<file path="src/rtl/tsreg_pkg.sv">
`default_nettype none
package tsreg_pkg;

    localparam int TSREG_AW = 8;
    localparam int TSREG_DW = 32;

    // Register numbers
    localparam logic [7:0] TSREG_BOOT_STATUS   = 8'h03;
    localparam logic [7:0] TSREG_SECURITY      = 8'h05;
    localparam logic [7:0] TSREG_RO_CONTROL    = 8'h06;
    localparam logic [7:0] TSREG_CNT_TILE_CELL = 8'h07;
    localparam logic [7:0] TSREG_CNT_TILE_WIRE = 8'h08;
    localparam logic [7:0] TSREG_CNT_PER_CELL  = 8'h09;
    localparam logic [7:0] TSREG_CNT_PER_WIRE  = 8'h0a;
    localparam logic [7:0] TSREG_RAM_SIZE      = 8'h0c;
    localparam logic [7:0] TSREG_DBG_STATUS    = 8'h10;
    localparam logic [7:0] TSREG_DBG_PC        = 8'h11;

    // Boot status fields
    localparam int TSREG_BS_PROC_LSB  = 16;
    localparam int TSREG_BS_OVR_BIT   = 8;
    localparam int TSREG_BS_CORE_OFF  = 5;
    localparam int TSREG_BS_NO_POLL   = 4;
    localparam int TSREG_BS_FROM_RAM  = 3;
    localparam int TSREG_BS_FROM_JTAG = 2;

    // Security fields
    localparam int TSREG_SEC_WLOCK     = 31;
    localparam int TSREG_SEC_GDBG_OFF  = 14;
    localparam int TSREG_SEC_LOCK_ALL  = 12;
    localparam int TSREG_SEC_LOCK_LSB  = 8;
    localparam int TSREG_SEC_OTP_BOOT  = 5;
    localparam int TSREG_SEC_JCFG_OFF  = 4;
    localparam int TSREG_SEC_TAP_OFF   = 0;
    localparam logic [31:0] TSREG_SEC_MASK = 32'h8000_5fb1;
    localparam logic [31:0] TSREG_SEC_RST  = 32'h0000_0000;

    // Ring oscillator control fields
    localparam int TSREG_RO_CORE_BIT = 1;
    localparam int TSREG_RO_PER_BIT  = 0;
    localparam logic [1:0] TSREG_RO_RST = 2'h0;
    localparam int TSREG_RO_SETTLE_CYCLES = 10;

    // Saved status: captured bits and debug-writable bits
    localparam logic [10:0] TSREG_DST_CAP_MASK = 11'h7df;
    localparam logic [10:0] TSREG_DST_WR_MASK  = 11'h6df;
    localparam logic [10:0] TSREG_DST_RST      = 11'h000;
    localparam logic [31:0] TSREG_DPC_RST      = 32'h0000_0000;

endpackage : tsreg_pkg
`default_nettype wire

</file>
<file path="src/rtl/tsreg_top.sv">
`default_nettype none
module tsreg_top #(
    parameter int          CNT_W     = 16,
    parameter logic [31:0] RAM_BYTES = 32'h0004_0000
) (
    input  wire logic                clk,
    input  wire logic                sys_rst,
    input  wire logic                ce,
    input  wire logic                ps_wr,
    input  wire logic                ps_rd,
    input  wire logic [tsreg_pkg::TSREG_AW-1:0] ps_addr,
    input  wire logic [tsreg_pkg::TSREG_DW-1:0] ps_wdata,
    output logic      [tsreg_pkg::TSREG_DW-1:0] ps_rdata,
    output logic                     ps_rvalid,
    input  wire logic                debug_mode,
    input  wire logic [7:0]          proc_num,
    input  wire logic [1:0]          boot_pll_mode_pins,
    input  wire logic                boot_from_ram,
    input  wire logic                boot_from_jtag,
    input  wire logic                skip_otp_poll,
    input  wire logic                second_core_off,
    input  wire logic                otp_load,
    input  wire logic [31:0]         otp_security_word,
    input  wire logic [3:0]          ring_tick,
    input  wire logic                dbg_entry,
    input  wire logic [10:0]         thread_status,
    input  wire logic [31:0]         thread_pc,
    output logic                     global_debug_block,
    output logic [3:0]               otp_sector_lock,
    output logic                     force_otp_boot,
    output logic                     jtag_cfg_block,
    output logic                     jtag_tap_block,
    output logic                     core_ring_run,
    output logic                     periph_ring_run
);
    import tsreg_pkg::*;

    ////////////////////////////////////////////////////////////////////////
    function automatic logic hit(input logic [7:0] a, input logic [7:0] r);
        hit = (a == r);
    endfunction : hit

    function automatic logic [31:0] masked_merge(input logic [31:0] old_v,
                                                 input logic [31:0] new_v,
                                                 input logic [31:0] m);
        masked_merge = (old_v & ~m) | (new_v & m);
    endfunction : masked_merge

    ////////////////////////////////////////////////////////////////////////
    logic [1:0]       pll_mode_reg;
    logic [31:0]      sec_reg;
    logic [31:0]      sec_next;
    logic [1:0]       ro_ctrl_reg;
    logic [1:0]       ro_ctrl_next;
    // Counters start at zero at power-up and are never reset afterwards
    logic [CNT_W-1:0] cnt_reg [4] = '{default: '0};
    logic [10:0]      dst_reg;
    logic [10:0]      dst_next;
    logic [31:0]      dpc_reg;
    logic [31:0]      dpc_next;
    logic [31:0]      rd_mux;
    logic [31:0]      boot_word;
    logic [3:0]       ring_en;

    wire wr_sec  = ps_wr && hit(ps_addr, TSREG_SECURITY);
    wire wr_ctrl = ps_wr && hit(ps_addr, TSREG_RO_CONTROL);
    wire wr_dst  = ps_wr && debug_mode && hit(ps_addr, TSREG_DBG_STATUS);
    wire wr_dpc  = ps_wr && debug_mode && hit(ps_addr, TSREG_DBG_PC);
    wire sec_wlocked = sec_reg[TSREG_SEC_WLOCK];

    ////////////////////////////////////////////////////////////////////////
    // Boot status, pins sampled while reset is held
    always_ff @(posedge clk) begin
        if (ce && sys_rst) begin
            pll_mode_reg <= boot_pll_mode_pins;
        end
    end

    always_comb begin
        boot_word = 32'h0000_0000;
        boot_word[TSREG_BS_PROC_LSB +: 8] = proc_num;
        boot_word[TSREG_BS_OVR_BIT] = sec_reg[TSREG_SEC_OTP_BOOT];
        boot_word[TSREG_BS_CORE_OFF] = second_core_off;
        boot_word[TSREG_BS_NO_POLL] = skip_otp_poll;
        boot_word[TSREG_BS_FROM_RAM] = boot_from_ram;
        boot_word[TSREG_BS_FROM_JTAG] = boot_from_jtag;
        boot_word[1:0] = pll_mode_reg;
    end

    ////////////////////////////////////////////////////////////////////////
    // Security word: OTP load always wins, software only while unlocked
    always_comb begin
        sec_next = sec_reg;
        if (otp_load) begin
            sec_next = otp_security_word & TSREG_SEC_MASK;
        end else if (wr_sec && !sec_wlocked) begin
            sec_next = masked_merge(sec_reg, ps_wdata, TSREG_SEC_MASK);
        end
    end

    always_ff @(posedge clk) begin
        if (sys_rst) begin
            sec_reg <= TSREG_SEC_RST;
        end else if (ce) begin
            sec_reg <= sec_next;
        end
    end

    assign global_debug_block = sec_reg[TSREG_SEC_GDBG_OFF];
    assign otp_sector_lock = sec_reg[TSREG_SEC_LOCK_LSB +: 4]
                           | {4{sec_reg[TSREG_SEC_LOCK_ALL]}};
    assign force_otp_boot = sec_reg[TSREG_SEC_OTP_BOOT];
    assign jtag_cfg_block = sec_reg[TSREG_SEC_JCFG_OFF];
    assign jtag_tap_block = sec_reg[TSREG_SEC_TAP_OFF];

    ////////////////////////////////////////////////////////////////////////
    // Ring oscillator control and counters
    assign ro_ctrl_next = wr_ctrl ? ps_wdata[1:0] : ro_ctrl_reg;

    always_ff @(posedge clk) begin
        if (sys_rst) begin
            ro_ctrl_reg <= TSREG_RO_RST;
        end else if (ce) begin
            ro_ctrl_reg <= ro_ctrl_next;
        end
    end

    assign core_ring_run   = ro_ctrl_reg[TSREG_RO_CORE_BIT];
    assign periph_ring_run = ro_ctrl_reg[TSREG_RO_PER_BIT];
    assign ring_en = {periph_ring_run, periph_ring_run,
                      core_ring_run, core_ring_run};

    // Each oscillator edge arrives as a tick; counters have no reset
    for (genvar i = 0; i < 4; i++) begin : g_cnt
        always_ff @(posedge clk) begin
            if (ce && ring_en[i] && ring_tick[i]) begin
                cnt_reg[i] <= cnt_reg[i] + 1'b1;
            end
        end
    end

    ////////////////////////////////////////////////////////////////////////
    // Debug snapshots: capture at entry, debugger writes in debug mode
    always_comb begin
        dst_next = dst_reg;
        dpc_next = dpc_reg;
        if (dbg_entry) begin
            dst_next = thread_status & TSREG_DST_CAP_MASK;
            dpc_next = thread_pc;
        end else begin
            if (wr_dst) begin
                dst_next = (dst_reg & ~TSREG_DST_WR_MASK)
                         | (ps_wdata[10:0] & TSREG_DST_WR_MASK);
            end
            if (wr_dpc) begin
                dpc_next = ps_wdata;
            end
        end
    end

    always_ff @(posedge clk) begin
        if (sys_rst) begin
            dst_reg <= TSREG_DST_RST;
            dpc_reg <= TSREG_DPC_RST;
        end else if (ce) begin
            dst_reg <= dst_next;
            dpc_reg <= dpc_next;
        end
    end

    ////////////////////////////////////////////////////////////////////////
    // Read path; unmapped numbers return zero
    always_comb begin
        rd_mux = 32'h0000_0000;
        case (ps_addr)
            TSREG_BOOT_STATUS:   rd_mux = boot_word;
            TSREG_SECURITY:      rd_mux = sec_reg;
            TSREG_RO_CONTROL:    rd_mux = {30'h0, ro_ctrl_reg};
            TSREG_CNT_TILE_CELL: rd_mux = 32'(cnt_reg[0]);
            TSREG_CNT_TILE_WIRE: rd_mux = 32'(cnt_reg[1]);
            TSREG_CNT_PER_CELL:  rd_mux = 32'(cnt_reg[2]);
            TSREG_CNT_PER_WIRE:  rd_mux = 32'(cnt_reg[3]);
            TSREG_RAM_SIZE:      rd_mux = {RAM_BYTES[31:2], 2'h0};
            TSREG_DBG_STATUS:    rd_mux = {21'h0, dst_reg};
            TSREG_DBG_PC:        rd_mux = dpc_reg;
            default:             rd_mux = 32'h0000_0000;
        endcase
    end

    always_ff @(posedge clk) begin
        if (sys_rst) begin
            ps_rdata  <= 32'h0000_0000;
            ps_rvalid <= 1'b0;
        end else if (ce) begin
            ps_rvalid <= ps_rd;
            if (ps_rd) begin
                ps_rdata <= rd_mux;
            end
        end
    end
endmodule : tsreg_top
`default_nettype wire

</file>
<file path="config.mk">
export PLATFORM = sky130hd
export DESIGN_NAME = tsreg_top
export DESIGN_NICKNAME = d
export VERILOG_FILES = /design/src/rtl/tsreg_pkg.sv /design/src/rtl/tsreg_top.sv
export SDC_FILE = /design/constraint.sdc
export NUM_CORES = 1
export LEC_CHECK = 0
export BUFFER_PORTS_ARGS = -buffer_cell sky130_fd_sc_hd__buf_4
export CORE_UTILIZATION = 45
export DETAILED_ROUTE_END_ITERATION = 6
export HOLD_SLACK_MARGIN = 0.06
export PLACE_DENSITY_LB_ADDON = 0.08
export SYNTH_ARGS = -nofsm -noshare
export SYNTH_HDL_FRONTEND = slang
export SYNTH_SLANG_ARGS = --single-unit
</file>
<file path="constraint.sdc">
create_clock -name clk -period 4.1 [get_ports clk]
set_clock_uncertainty 0.2 [all_clocks]
set_input_delay 0.82 -clock clk [delete_from_list [all_inputs] [get_ports clk]]
set_output_delay 0.82 -clock clk [all_outputs]
set_load 0.02 [all_outputs]
</file>
==> summary.txt <==
Setup path
  • CP peak stage delay: 0.42 ns
  • Worst reg2reg path startpoint: cnt_reg[2][4]
  • Worst reg2reg endpoint: cnt_reg[2][15]
  • Arr. time, crit path: 3.01 ns
  • Worst Path Required: 4.21 ns
  • Crit start category: input port
  • Worst setup EP type: flip-flop
  • CP cell instances: buf_4, nor2b_1, buf_4, and3_1, and3_1, o21ai_2, buf_12, a221oi_1
  • Crit Path Max Fanout: 37
  • Cells on worst reg2reg path: 5
  • Setup CP Type: in2reg
  • Slowest-stage cell, CP: and3_1
  • Flop2flop setup slack: 2.10 ns
  • Worst path top cell family by delay: buffers and inverters
  • CP Buf/Inv Count: 3

Cells and area
  • Commonest non-fill, non-tap cell in the layout: buf_4
  • Area growth from synthesis to layout: 24.3%
  • Final core utilization: 0.577
  • Most frequent cells in the layout: 175 x buf_4, 88 x dfxtp_1, 75 x nand2_1, 66 x edfxtp_1, 49 x inv_1
  • Final Cell Area: 10000 sq um
  • Share of cells above drive strength 1: 0.224
  • Max reg flops: 64
  • ANT cells: 0
  • Final #Nets: 1126

Global route
  • Initial antenna violation count: 0
  • Grt ovf: 0
  • Largest net degree at the start of global routing: 75
  • First-pass GRT wire length: 38300 um
  • Tot GR Track Use: 0.280
  • Vias in the first global route: 6671

Yosys
  • Mapped Avg Cell Area: 9.50 sq um
  • Syn nets: 992
  • Cell count after synthesis: 847
  • Mapped cell area: 8050 sq um
  • Asr flop ratio synth: 0
  • Register area share after synthesis: 0.465
  • EDFF count, synth: 66
  • Register bit count reported by yosys: 154
  • Synth Warn #: 0
  • Synth Flop Type: dfxtp_1
  • Top post-synthesis cells by area: edfxtp_1 25%, dfxtp_1 22%, xnor2_1 4.6%, a221oi_1 4.1%, mux2i_1 3.7%
  • Post-synth top area share: 0.246
  • Count of different cell masters after synthesis: 58
  • Top cell type by total area after synthesis: edfxtp_1

Power and ir drop
  • Total Power: 3.58 mW
  • Internal power: 2.69 mW
  • Sw Share: 0.249
  • Pwr dens: 358 nW/um^2
  • Worst VDD drop: 0.000383 V
  • Share of total power in the clock network: 0.444
  • Logic pwr share: 0.094
  • LEAKAGE: 3.71 nW
  • Sequential share of power: 0.461
  • NetSw: 891 uW

Timing
  • Final min period: 2.89 ns
  • Setup violators final: 0
  • Final critical-path share of the clock period: 0.706
  • Slew HR: 0.387
  • Setup TNS: 0 ns
  • Slew Viols, Final: 0
  • Worst slew pin tran: 0.917 ns
  • Min Hold Slack: 0.254 ns
  • Final Hold Fails: 0
  • RSZ-0062 raised after global routing: no
  • Max frequency: 346 MHz

Die
  • Die width: 136 um
  • Die ar.: 18400 sq um
  • Core area: 17400 sq um
  • Row count: 48
  • Die H: 136 um
  • Starting Density: 0.464
  • Number of I/O pins: 184

Placement
  • I/O Buffers: 161
  • Dpl cell area: 9420 sq um
  • Post-DP HPWL: 18500 um
  • Gpl congestion: 0.948

Min path
  • Min-Delay Endpoint: ps_rdata[6]
  • Hold Path Depth: 2
  • HP Start: ps_rdata[6]
  • Hold crit path type: reg2reg

Job
  • Max-cap viol count: 0

Clocking
  • H-tree depth: 4
  • Hold_buf cts: 0
  • Post-CTS Setup Inserts: 0
  • Cts repair resizes: 0
  • Latest clock arrival within the worst-skew pair: 0.43 ns
  • CTS clk-pin slew, worst paths: 0.06 ns
  • Clk sinks: 154
  • CTS max path bufs: 2
  • Root Buffer: clkbuf_16
  • CTS tree: done
  • Total CTS buffers: 17

Outcome
  • Status: finished, final reports clean

Routing
  • Residual DRC: 0
  • Routed vias/inst: 5.92
  • Routed Antenna Nets: 0
  • Post-Route WL: 25200 um
  • DRT Pass-1 Iters: 5
  • Vias: 7215
  • Initial DRC Count: 593
  • Routed len/inst: 20.7 um
power by group through the flow:
stage	clock (mW)	combinational (mW)	sequential, mW
finish	1.59	0.338	1.65
floorplan	0	0.176	1.67
CTS	1.60	0.335	1.65
global placement	0	0.332	1.68
global route	1.66	0.364	1.65
detailed placement	0	0.334	1.68
synthesized netlist by cell type, drive strengths merged, types with 2 or more instances:
master	count
a211oi	27
a21oi	28
a221oi	39
a22o	5
a22oi	21
a31oi	8
a32oi	3
and2	5
and3	17
and4	6
buf	19
clkbuf	42
dfxtp	88
edfxtp	66
ha	4
inv	49
mux2i	30
nand2	75
nand2b	36
nand3	39
nand3b	3
nand4	15
nor2	33
nor2b	9
nor3	18
nor4	2
nor4b	5
o21a	2
o21ai	24
o221ai	2
o22ai	14
o31ai	33
or2	6
or3	2
xnor2	42
xor2	14
cell families after synthesis:
group | Yosys count | synth area share
simple gates | 274 | 0.179
compound gates | 217 | 0.193
flops | 154 | 0.465
buf+inv | 110 | 0.0546
xor+xnor | 56 | 0.0609
mux | 32 | 0.0415
fa+ha+maj | 4 | 0.00622
worst max path at each step:
stage                     startpoint           end  cells after the start  slack, ns
after global placement    ps_addr[0]    dpc_reg[6]                      8       0.86
after detailed placement  ps_addr[0]    dpc_reg[1]                      8       0.81
after CTS                 ps_addr[0]   dpc_reg[15]                      8       1.22
after floorplan           ps_addr[4]  ps_rdata[10]                      6       1.44
final                     ps_addr[0]   dpc_reg[15]                      8       1.21
after global routing      ps_addr[0]   dpc_reg[18]                      8       1.07
per-stage QoR:
stage / instances / setup slack, ns
6_report: 1219 / 1.21
5_1_grt: 1219 / 1.07
4_1_cts: 1219 / 1.22
3_5_place_dp: 1187 / 0.814
3_3_place_gp: 1187 / 0.862
2_1_floorplan: 847 / 1.44
area by class of cell:
type	count	area [sq um]
Fill cell	1583	7350
Multi-Input combinational cell	583	3870
Sequential cell	154	3740
Timing Repair Buffer	176	1330
Clock buffer	20	468
Tap cell	225	282
Inverter	49	184
Clock inverter	12	123
layer usage:
layer / track usage / share of wire / vias to the layer above
li1: - / - / 3413
met1: 0.396 / 0.45 / 3420
met2: 0.402 / 0.44 / 330
met3: 0.0662 / 0.079 / 52
met4: 0.121 / 0.034 / 0
met5: 0 / 0 / -
worst register-to-register path, stage by stage (launching register included):
cell	delay, ns
edfxtp_1	0.49
and4_1	0.30
and3_1	0.21
nor2b_1	0.28
nand3_1	0.14
xnor2_1	0.14
(Power assumes the default switching activity.)
